## config.mk

```make
export PLATFORM = sky130hd
export DESIGN_NAME = sswl_top
export DESIGN_NICKNAME = d
export VERILOG_FILES = /design/src/sswl_pkg.sv /design/src/sswl_tick_timer.sv /design/src/sswl_stamp_chan.sv /design/src/sswl_top.sv
export SDC_FILE = /design/constraint.sdc
export NUM_CORES = 1
export LEC_CHECK = 0
export BUFFER_PORTS_ARGS = -buffer_cell sky130_fd_sc_hd__buf_2
export CAP_MARGIN = 10
export CORE_MARGIN = 3
export CORE_UTILIZATION = 46
export CTS_BUF_LIST = sky130_fd_sc_hd__clkbuf_8
export CTS_CLUSTER_SIZE = 28
export DETAILED_ROUTE_END_ITERATION = 10
export GPL_ROUTABILITY_DRIVEN = 1
export PLACE_DENSITY = 0.68
export SKIP_CTS_REPAIR_TIMING = 1
export SLEW_MARGIN = 20
export SYNTH_ARGS = -nofsm -noshare
export SYNTH_HDL_FRONTEND = slang
export SYNTH_SLANG_ARGS = --single-unit
```

## constraint.sdc

```tcl
create_clock -name core_clk -period 1.97 [get_ports core_clk]
set_input_delay 0.0985 -clock core_clk [delete_from_list [all_inputs] [get_ports core_clk]]
set_output_delay 0.0985 -clock core_clk [all_outputs]
set_load 0.03 [all_outputs]
```

## src/sswl_pkg.sv

```systemverilog
// Constants shared by the stamp and write-lock register bank
// How it works
// - Channels 6 to 8 each hold a read-only stamp as a high and a low byte.
// - Stamps are taken only while a pin-launched sequence runs.
// - In a code 01 sequence a rail rising past slow undervoltage stamps.
// - In a code 10 sequence a rail falling past the off level stamps.
// - The sequence timer advances one count per 50 us tick.
// - Page bit 0 picks bank 0 or 1, bits 7 to 1 read zero, reset is zero.
// - A group locks only when its bit is set in both write-lock registers.
// - Write-lock registers reset to zero; the host cannot clear a set bit.
// - Locks clear only on power cycle, commanded reset or shutdown self-test.
// - Lock bits 5 to 0: control, order work, config, irq, channel, order.
// - Bits 7 and 6 of both write-lock registers read zero and ignore writes.
// - With the channel group locked, only selected channels are blocked.
// - Channel lock select resets to 0xC1 with bits 7 and 6 read-only.
// - Bus id: low 3 bits from the strap, upper bits from one-time memory when valid, else the factory value.
// - Supervisor control bit 3 written one resets the device and reads zero.
package sswl_pkg;

   // Bank 0 register offsets
   localparam logic [7:0] OFS_CH6_HI        = 8'h9A;
   localparam logic [7:0] OFS_CH6_LO        = 8'h9B;
   localparam logic [7:0] OFS_CH7_HI        = 8'h9C;
   localparam logic [7:0] OFS_CH7_LO        = 8'h9D;
   localparam logic [7:0] OFS_CH8_HI        = 8'h9E;
   localparam logic [7:0] OFS_CH8_LO        = 8'h9F;
   localparam logic [7:0] OFS_PAGE_SELECT   = 8'hF0;
   localparam logic [7:0] OFS_LOCK_PRIMARY  = 8'hF1;
   localparam logic [7:0] OFS_LOCK_SECOND   = 8'hF2;
   localparam logic [7:0] OFS_CHAN_LOCK_SEL = 8'hF3;
   localparam logic [7:0] OFS_BUS_ID        = 8'hF9;

   // Bank 1 register offsets
   localparam logic [7:0] OFS_SUPV_CONTROL  = 8'h10;
   localparam logic [7:0] OFS_TEST_CONFIG   = 8'h12;

   // Field positions
   localparam int BIT_PAGE            = 0;
   localparam int BIT_FULL_RESET      = 3;
   localparam int BIT_SELFTEST_SHDN   = 3;
   localparam int BIT_CTRL_WORK_LOCK  = 5;
   localparam int BIT_ORD_WORK_LOCK   = 4;
   localparam int BIT_CFG_GROUP_LOCK  = 3;
   localparam int BIT_IRQ_EN_LOCK     = 2;
   localparam int BIT_CHAN_CFG_LOCK   = 1;
   localparam int BIT_ORD_GROUP_LOCK  = 0;
   localparam int LOCK_W              = 6;
   localparam int STRAP_W             = 3;
   localparam int NVM_W               = 4;
   localparam int STAMP_W             = 16;

   // Reset values
   localparam logic [7:0]        RST_PAGE_SELECT   = 8'h00;
   localparam logic [LOCK_W-1:0] RST_LOCK          = 6'h00;
   localparam logic [7:0]        RST_CHAN_LOCK_SEL = 8'hC1;
   localparam logic [STAMP_W-1:0] RST_STAMP        = 16'h0000;

   // Factory bus id upper bits, used whenever one-time memory does not report valid
   localparam logic [NVM_W-1:0] NVM_FACTORY_UPPER = NVM_W'(30 >> 1);

   // Sequence request codes on the request and sleep pins
   localparam logic [1:0] CODE_SEQ_UP   = 2'b01;
   localparam logic [1:0] CODE_SEQ_DOWN = 2'b10;

   // Timing: 50 us tick at a 20 ns clock
   localparam int TICK_US     = 50;
   localparam int CLK_PER_NS  = 20;
   localparam int TICK_CYCLES = (TICK_US * 1000 + CLK_PER_NS - 1) / CLK_PER_NS;
   localparam int TICK_CNT_W  = $clog2(TICK_CYCLES);

   // Sequence states
   typedef enum logic [1:0] {
      SSWL_SEQ_IDLE,
      SSWL_SEQ_UP,
      SSWL_SEQ_DOWN
   } sswl_seq_t;

endpackage : sswl_pkg

```

## src/sswl_tick_timer.sv

```systemverilog
// Sequence timer counting 50 us ticks while a sequence runs
`timescale 1ns/100ps
module sswl_tick_timer
   import sswl_pkg::*;
(
   // Clock and reset
   input  wire logic               core_clk,
   input  wire logic               srst,
   // Control
   input  wire logic               run,
   // Timer value
   output      logic [STAMP_W-1:0] time_ff
);

   logic [TICK_CNT_W-1:0] presc_ff;
   logic [TICK_CNT_W-1:0] nxt_presc;
   logic [STAMP_W-1:0]    nxt_time;
   wire                   tick_wrap;
   wire                   time_full;

   // Prescaler wraps once per tick; timer holds at full scale
   assign tick_wrap = (presc_ff == TICK_CNT_W'(TICK_CYCLES - 1));
   assign time_full = &time_ff;
   assign nxt_presc = !run ? '0 : tick_wrap ? '0
                    : presc_ff + TICK_CNT_W'(1);
   assign nxt_time  = !run ? RST_STAMP
                    : (tick_wrap && !time_full) ? time_ff + STAMP_W'(1)
                    : time_ff;

   // Idle clears the count so every sequence starts at zero
   always_ff @(posedge core_clk) begin
      if (srst) begin
         presc_ff <= '0;
         time_ff  <= RST_STAMP;
      end else begin
         presc_ff <= nxt_presc;
         time_ff  <= nxt_time;
      end
   end

endmodule : sswl_tick_timer

```

## src/sswl_stamp_chan.sv

```systemverilog
// One channel's stamp capture on its threshold crossing
`timescale 1ns/100ps
module sswl_stamp_chan
   import sswl_pkg::*;
(
   // Clock and reset
   input  wire logic               core_clk,
   input  wire logic               srst,
   // Sequence state
   input  wire logic               seq_start,
   input  wire logic               seq_up,
   input  wire logic               seq_down,
   // Comparator levels
   input  wire logic               above_uv,
   input  wire logic               above_off,
   // Timer and stored stamp
   input  wire logic [STAMP_W-1:0] time_now,
   output      logic [STAMP_W-1:0] stamp_ff
);

   logic uv_q_ff;
   logic off_q_ff;
   logic done_ff;
   wire  rise_uv;
   wire  fall_off;
   wire  capture;

   // Edge detect on comparator levels; first crossing per sequence wins
   assign rise_uv  = seq_up && above_uv && !uv_q_ff;
   assign fall_off = seq_down && !above_off && off_q_ff;
   assign capture  = (rise_uv || fall_off) && !done_ff;

   // Old stamp stays readable until the next crossing overwrites it
   always_ff @(posedge core_clk) begin
      if (srst) begin
         uv_q_ff  <= 1'b0;
         off_q_ff <= 1'b0;
         done_ff  <= 1'b0;
         stamp_ff <= RST_STAMP;
      end else begin
         uv_q_ff  <= above_uv;
         off_q_ff <= above_off;
         if (seq_start) begin
            done_ff <= 1'b0;
         end else if (capture) begin
            done_ff  <= 1'b1;
            stamp_ff <= time_now;
         end
      end
   end

endmodule : sswl_stamp_chan

```

## src/sswl_top.sv

```systemverilog
// Stamp registers, page select and dual write-lock register bank
`timescale 1ns/100ps
module sswl_top
   import sswl_pkg::*;
(
   // Clock and reset
   input  wire logic              core_clk,
   input  wire logic              srst,
   // Register port from the serial front end
   input  wire logic              reg_wr_en,
   input  wire logic              reg_rd_en,
   input  wire logic [7:0]        reg_addr,
   input  wire logic [7:0]        reg_wdata,
   output      logic [7:0]        reg_rdata_ff,
   output      logic              reg_rvalid_ff,
   // Sequence launch pins
   input  wire logic [1:0]        power_state_request_pin,
   input  wire logic [1:0]        sleep_pin,
   // Comparator levels for channels 6 to 8
   input  wire logic [2:0]        above_slow_uv,
   input  wire logic [2:0]        above_off_level,
   // Self-test and address sources
   input  wire logic              selftest_exit_seq2,
   input  wire logic [STRAP_W-1:0] addr_strap,
   input  wire logic [NVM_W-1:0]  bus_id_upper_bits_nvm,
   input  wire logic              nvm_valid,
   // Lock and bank outputs to the rest of the device
   output      logic              page_select_ff,
   output      logic [LOCK_W-1:0] group_locked_ff,
   output      logic [LOCK_W-1:0] chan_write_block_ff,
   output      logic              full_reset_ff,
   output      logic [6:0]        bus_id_ff
);

   // Sequence tracking
   sswl_seq_t  seq_ff;
   sswl_seq_t  nxt_seq;
   logic [1:0] req_prev_ff;
   logic [1:0] slp_prev_ff;
   logic       seq_start_ff;

   // Register state
   logic [LOCK_W-1:0] lock_pri_ff;
   logic [LOCK_W-1:0] lock_sec_ff;
   logic [5:0]        chan_sel_ff;
   logic              selftest_shdn_ff;
   logic              strap_taken_ff;
   logic [STRAP_W-1:0] strap_ff;

   // Stamps
   logic [STAMP_W-1:0] time_now;
   logic [STAMP_W-1:0] stamp [3];

   wire soft_rst;
   wire lock_clear;
   wire launch_up;
   wire launch_down;
   wire up_held;
   wire down_held;
   wire bank0;
   wire bank1;
   wire wr_page;
   wire wr_pri;
   wire wr_sec;
   wire wr_chan;
   wire wr_ctrl;
   wire wr_test;
   wire [LOCK_W-1:0] both_locks;
   wire [LOCK_W-1:0] nxt_pri;
   wire [LOCK_W-1:0] nxt_sec;
   wire [6:0]        nxt_bus_id;
   wire [NVM_W-1:0]  upper_bits;
   logic [7:0]       nxt_rdata;

   // Commanded full reset clears bank state one cycle after the write
   assign soft_rst   = srst || full_reset_ff;
   assign lock_clear = soft_rst
                    || (selftest_exit_seq2 && selftest_shdn_ff);

   // Launch on a new code from either pin
   assign launch_up   = (power_state_request_pin == CODE_SEQ_UP
                         && req_prev_ff != CODE_SEQ_UP)
                     || (sleep_pin == CODE_SEQ_UP
                         && slp_prev_ff != CODE_SEQ_UP);
   assign launch_down = (power_state_request_pin == CODE_SEQ_DOWN
                         && req_prev_ff != CODE_SEQ_DOWN)
                     || (sleep_pin == CODE_SEQ_DOWN
                         && slp_prev_ff != CODE_SEQ_DOWN);
   assign up_held     = power_state_request_pin == CODE_SEQ_UP
                     || sleep_pin == CODE_SEQ_UP;
   assign down_held   = power_state_request_pin == CODE_SEQ_DOWN
                     || sleep_pin == CODE_SEQ_DOWN;

   // Sequence state: a new launch restarts, a dropped code ends it
   always_comb begin
      nxt_seq = seq_ff;
      case (seq_ff)
         SSWL_SEQ_IDLE: begin
            if (launch_up) begin
               nxt_seq = SSWL_SEQ_UP;
            end else if (launch_down) begin
               nxt_seq = SSWL_SEQ_DOWN;
            end
         end
         SSWL_SEQ_UP: begin
            if (launch_down) begin
               nxt_seq = SSWL_SEQ_DOWN;
            end else if (!up_held) begin
               nxt_seq = SSWL_SEQ_IDLE;
            end
         end
         SSWL_SEQ_DOWN: begin
            if (launch_up) begin
               nxt_seq = SSWL_SEQ_UP;
            end else if (!down_held) begin
               nxt_seq = SSWL_SEQ_IDLE;
            end
         end
         default: begin
            nxt_seq = SSWL_SEQ_IDLE;
         end
      endcase
   end

   // Sequence registers; start pulse resets the timer for one cycle
   always_ff @(posedge core_clk) begin
      if (srst) begin
         seq_ff       <= SSWL_SEQ_IDLE;
         req_prev_ff  <= 2'h0;
         slp_prev_ff  <= 2'h0;
         seq_start_ff <= 1'b0;
      end else begin
         seq_ff       <= nxt_seq;
         req_prev_ff  <= power_state_request_pin;
         slp_prev_ff  <= sleep_pin;
         seq_start_ff <= launch_up || launch_down;
      end
   end

   // Timer runs only inside a sequence
   sswl_tick_timer u_timer (
      .core_clk (core_clk),
      .srst     (srst || seq_start_ff),
      .run      (seq_ff != SSWL_SEQ_IDLE),
      .time_ff  (time_now)
   );

   // One capture unit per stamped channel
   for (genvar ch = 0; ch < 3; ch++) begin : g_chan
      sswl_stamp_chan u_chan (
         .core_clk  (core_clk),
         .srst      (srst),
         .seq_start (seq_start_ff),
         .seq_up    (seq_ff == SSWL_SEQ_UP),
         .seq_down  (seq_ff == SSWL_SEQ_DOWN),
         .above_uv  (above_slow_uv[ch]),
         .above_off (above_off_level[ch]),
         .time_now  (time_now),
         .stamp_ff  (stamp[ch])
      );
   end

   // Address decode; lock registers are visible in both banks
   assign bank0   = !page_select_ff;
   assign bank1   = page_select_ff;
   assign wr_page = reg_wr_en && reg_addr == OFS_PAGE_SELECT;
   assign wr_pri  = reg_wr_en && reg_addr == OFS_LOCK_PRIMARY;
   assign wr_sec  = reg_wr_en && reg_addr == OFS_LOCK_SECOND;
   assign wr_chan = reg_wr_en && reg_addr == OFS_CHAN_LOCK_SEL;
   assign wr_ctrl = reg_wr_en && bank1 && reg_addr == OFS_SUPV_CONTROL;
   assign wr_test = reg_wr_en && bank1 && reg_addr == OFS_TEST_CONFIG;

   // Host may only set lock bits; zeros written are dropped
   assign nxt_pri = lock_clear ? RST_LOCK
                  : wr_pri ? lock_pri_ff | reg_wdata[LOCK_W-1:0]
                  : lock_pri_ff;
   assign nxt_sec = lock_clear ? RST_LOCK
                  : wr_sec ? lock_sec_ff | reg_wdata[LOCK_W-1:0]
                  : lock_sec_ff;
   assign both_locks = lock_pri_ff & lock_sec_ff;

   // Strap caught after reset release; memory bits fall back to factory
   assign upper_bits = nvm_valid ? bus_id_upper_bits_nvm : NVM_FACTORY_UPPER;
   assign nxt_bus_id = {upper_bits, strap_ff};

   // Bank state registers
   always_ff @(posedge core_clk) begin
      if (soft_rst) begin
         page_select_ff   <= RST_PAGE_SELECT[BIT_PAGE];
         chan_sel_ff      <= RST_CHAN_LOCK_SEL[5:0];
         selftest_shdn_ff <= 1'b0;
      end else begin
         if (wr_page) begin
            page_select_ff <= reg_wdata[BIT_PAGE];
         end
         if (wr_chan) begin
            chan_sel_ff <= reg_wdata[5:0];
         end
         if (wr_test) begin
            selftest_shdn_ff <= reg_wdata[BIT_SELFTEST_SHDN];
         end
      end
   end

   // Lock registers and lock outputs
   always_ff @(posedge core_clk) begin
      if (srst) begin
         lock_pri_ff         <= RST_LOCK;
         lock_sec_ff         <= RST_LOCK;
         group_locked_ff     <= RST_LOCK;
         chan_write_block_ff <= RST_LOCK;
      end else begin
         lock_pri_ff         <= nxt_pri;
         lock_sec_ff         <= nxt_sec;
         group_locked_ff     <= both_locks;
         chan_write_block_ff <= both_locks[BIT_CHAN_CFG_LOCK]
                              ? chan_sel_ff : '0;
      end
   end

   // Full reset pulse, strap capture and bus id
   always_ff @(posedge core_clk) begin
      if (srst) begin
         full_reset_ff  <= 1'b0;
         strap_taken_ff <= 1'b0;
         strap_ff       <= '0;
         bus_id_ff      <= 7'h00;
      end else begin
         full_reset_ff  <= wr_ctrl && reg_wdata[BIT_FULL_RESET];
         strap_taken_ff <= 1'b1;
         if (!strap_taken_ff) begin
            strap_ff <= addr_strap;
         end
         bus_id_ff <= nxt_bus_id;
      end
   end

   // Read mux; unmapped, reserved and reset bit all read zero
   always_comb begin
      nxt_rdata = 8'h00;
      if (bank0 && reg_addr == OFS_CH6_HI) begin
         nxt_rdata = stamp[0][15:8];
      end else if (bank0 && reg_addr == OFS_CH6_LO) begin
         nxt_rdata = stamp[0][7:0];
      end else if (bank0 && reg_addr == OFS_CH7_HI) begin
         nxt_rdata = stamp[1][15:8];
      end else if (bank0 && reg_addr == OFS_CH7_LO) begin
         nxt_rdata = stamp[1][7:0];
      end else if (bank0 && reg_addr == OFS_CH8_HI) begin
         nxt_rdata = stamp[2][15:8];
      end else if (bank0 && reg_addr == OFS_CH8_LO) begin
         nxt_rdata = stamp[2][7:0];
      end else if (reg_addr == OFS_PAGE_SELECT) begin
         nxt_rdata = {7'h00, page_select_ff};
      end else if (reg_addr == OFS_LOCK_PRIMARY) begin
         nxt_rdata = {2'b00, lock_pri_ff};
      end else if (reg_addr == OFS_LOCK_SECOND) begin
         nxt_rdata = {2'b00, lock_sec_ff};
      end else if (reg_addr == OFS_CHAN_LOCK_SEL) begin
         nxt_rdata = {RST_CHAN_LOCK_SEL[7:6], chan_sel_ff};
      end else if (reg_addr == OFS_BUS_ID) begin
         nxt_rdata = {1'b0, bus_id_ff};
      end else if (bank1 && reg_addr == OFS_TEST_CONFIG) begin
         nxt_rdata = {4'h0, selftest_shdn_ff, 3'h0};
      end
   end

   // Read data lands one cycle after the read strobe
   always_ff @(posedge core_clk) begin
      if (srst) begin
         reg_rdata_ff  <= 8'h00;
         reg_rvalid_ff <= 1'b0;
      end else begin
         reg_rvalid_ff <= reg_rd_en;
         if (reg_rd_en) begin
            reg_rdata_ff <= nxt_rdata;
         end
      end
   end

endmodule : sswl_top

```

==> metrics.yaml <==
clock_tree:
  clkTransAtPathRegs_ps: 80
  cts_tree: "built"
  clk_latency_ps: 460
  cts_sinks: 145
  clockBufferDepth: 2
  cts.htree.levels: 4
  numCtsBuffers: 17
  cts_root_buf: "clkbuf_8"
grt:
  grt_overflow: 0
  antenna_found_initial: 0
  grt_pass1_wl_mm: 24.92
  top_usage_layer: "met2"
  grt_max_degree: 31
  globalRouteMet3Util: 0.05757
  track_usage: 0.2132
  met1_usage: 0.2584
  grt_pass1_vias: 5096
  use_met2: 0.3657
sta:
  worst_slack_ps: 148.9
  post-route-min-period_ps: 1821
  max-slew-margin-rel: 0.4853
  finalSetupViolCount: 0
  skew_ps: 9.158
  post-route-period-util: 0.9244
  worstMarginPinSlew_ps: 770.5
  drv_slew: 0
  max_freq_ghz: 0.5491
  hold_viol: 0
  rsz0062_at_grt: "no"
route:
  drcViolationCount: 0
  dr_total_vias: 5411
  wl_per_cell_um: 16.34
  viasPerCell: 5.573
  drt_first_pass_iters: 5
  dr.first_iter.drc_count: 547
  drtAntennaViolNets: 0
  routed_wirelength_mm: 15.87
logic_synthesis:
  synth.area.top_cells: "dfxtp_1, mux2i_1, nor2_1"
  yosysMostFrequentCell: "dfxtp_1"
  ys.flop_type: "dfxtp_1"
  yosys.area.top_type: "dfxtp_1"
  synth_top_area_frac: 0.4701
  yosys-top-cells-count: "dfxtp_1, nor2_1, mux2i_1, a21oi_1, nand2_1"
  synth-seq-cells: 145
  post_synth_instance_area_um2: 6175
  ys_seq_area_frac: 0.4701
  yosysWarnings: 0
  synth_edf_count: 0
  postSynthAreaPerCell_um2: 9.054
  async_reset_ff_frac: 0
  syn_nets: 723
  synth_cells: 682
  ys_types: 58
finish:
  multi_input_area_um2: 3060
  layout.nets: 827
  drive_gt1_frac: 0.1852
  antenna_cells: 0
  nFillCells: 1148
  seq_area_um2: 2903
  syn2layout_area_growth_pct: 20.24
critical_path:
  crit_fanout: 22
  cp_cell_sequence: "ha_1 -> nor4b_4 -> nand4_4 -> a21o_4 -> or4_1 -> a21oi_1"
  crit_type: "flip-flop to flip-flop"
  arrival_ps: 2200
  cp.buffers_inverters: 0
  cp-start-kind: "flip-flop"
  path_delay_family: "simple AND/OR/NAND/NOR gates"
  cpPeakStageDelay_ps: 410
  end_kind: "flip-flop"
  required_ps: 2350
  crit_slowest_cell: "or4_1"
pwr:
  pwr-share-seq: 0.540
  p_int_mw: 4.043
  peakVddDrop_v: 0.0004161
  p_sw_frac: 0.2711
  clkPwrFrac: 0.385
  p_sw_mw: 1.504
  leakage_nw: 3.292
  power_density_nw_per_um2: 747.2
  p_total_mw: 5.547
  combPwrFrac: 0.075
floorplan:
  start_util: 0.4795
  die_w_um: 121.9
  dieArea_um2: 14850
  core_um2: 12880
  fp-row-count: 41
  die_height_um: 121.9
  io_pins: 69
place:
  globalplace.congestion: 0.8697
  pre_cts_slack_ps: 32.37
  port_buffers: 66
  dp_hpwl_mm: 11.40
status:
  status: "finished clean"
job:
  max_cap_viol_count: 0
worst_hold_path:
  hold_class: "primary input to flip-flop"
==> cell families (layout without fill, tap and decap cells) <==
family,after synthesis,count (layout),share of synthesized area
flip-flops,145,145,0.4701
AO/OA/AOI/OAI,128,128,0.1354
XOR/XNOR,13,13,0.01844
multiplexers,66,66,0.1080
buffers and inverters,54,171,0.03647
adder cells (fa/ha/maj),2,2,0.004052
AND/OR/NAND/NOR,274,274,0.2276
==> area by class of cell <==
type | instances | area share
Sequential cell | 145 | 0.3910
Multi-Input combinational cell | 483 | 0.4122
Clock buffer | 17 | 0.03151
Clock inverter | 15 | 0.01753
Timing Repair Buffer | 122 | 0.1102
Inverter | 17 | 0.008595
Tap cell | 172 | 0.02899
==> worst register-to-register path: cells and delay by family (launching register included) <==
kind,cells,cell delay [ps]
compound gates,2,420
fa+ha+maj,1,190
flops,1,360
simple gates,3,790
==> layout by cell type (no fill, tap or decap), types with 4 or more instances in the layout <==
cell type        n
dlygate4sd3_1   27
a21oi_1         45
clkinv_4         6
dfxtp_1        145
and2_1           9
o22ai_1          5
nand4_1          6
a221oi_1         7
or3_1            7
buf_2           66
nor3b_1          4
nor4bb_1         4
a22oi_1          5
or4_1            4
a32o_1           5
nor2b_1         18
inv_6            4
o31ai_1          5
and3_1          14
clkbuf_8        17
nor3_1           7
nand3_1         18
buf_4           29
mux2_2           5
xnor2_1          7
o21ai_0         21
inv_1           17
nand2_1         44
o221ai_1         6
nand2b_1        11
mux2i_1         61
or2_2            7
nor2_1         104
xor2_1           6
a211oi_1         4
==> stage by stage <==
| step | instances | cell area [µm²] | util | TNS (ps) | hold slack [ps] |
|---|---|---|---|---|---|
| final | 971 | 7425 | 0.5766 | 0 | 19.02 |
| after global routing | 971 | 7425 | 0.5766 | 0 | 12.17 |
| after CTS | 944 | 7141 | 0.5546 | -1.531 | -161.7 |
| after detailed placement | 912 | 6777 | 0.5263 | 0 | 323.8 |
| after global placement | 912 | 6777 | 0.5263 | 0 | 324.6 |
| after floorplan | 682 | 6175 | - | 0 | 190.3 |
==> per-layer routing <==
metal	up-vias	wire length (µm)
met1	2579	6641
li1	2614	-
met5	-	0
met3	31	934
met2	187	7972
met4	0	320
==> path summary, 6_finish.rpt <==
kind                             from                             to  slack (ps)  cells past startpoint
setup reg to reg  u_timer.presc_ff[0]             u_timer.time_ff[9]         150                      6
hold reg to reg   u_timer.presc_ff[0]            u_timer.presc_ff[0]         450                      1
hold / removal                   srst  g_chan[2].u_chan.stamp_ff[14]          20                      2
setup / recovery  u_timer.presc_ff[0]             u_timer.time_ff[9]         150                      6
==> registers in the layout, summed over array words and instances, names as in the netlist, 3 cells and up <==
signal and cells:
g_chan.u_chan.stamp_ff 48, u_timer.time_ff 16, u_timer.presc_ff 12, reg_rdata_ff 8
bus_id_ff 7, chan_sel_ff 6, chan_write_block_ff 6, group_locked_ff 6
lock_pri_ff 6, lock_sec_ff 6, g_chan.u_chan.done_ff 3, g_chan.u_chan.off_q_ff 3
g_chan.u_chan.uv_q_ff 3, strap_ff 3
==> power by group through the flow <==
stage | Sequential, mW | Combinational, mW | Clock, mW
after CTS | 2.99 | 0.372 | 2.17
after global placement | 3.06 | 0.364 | 0
after detailed placement | 3.06 | 0.371 | 0
after floorplan | 3.07 | 0.220 | 0
final | 2.99 | 0.418 | 2.14
after global routing | 3.00 | 0.453 | 2.31
Note: power is estimated with default switching activity, not from simulation.
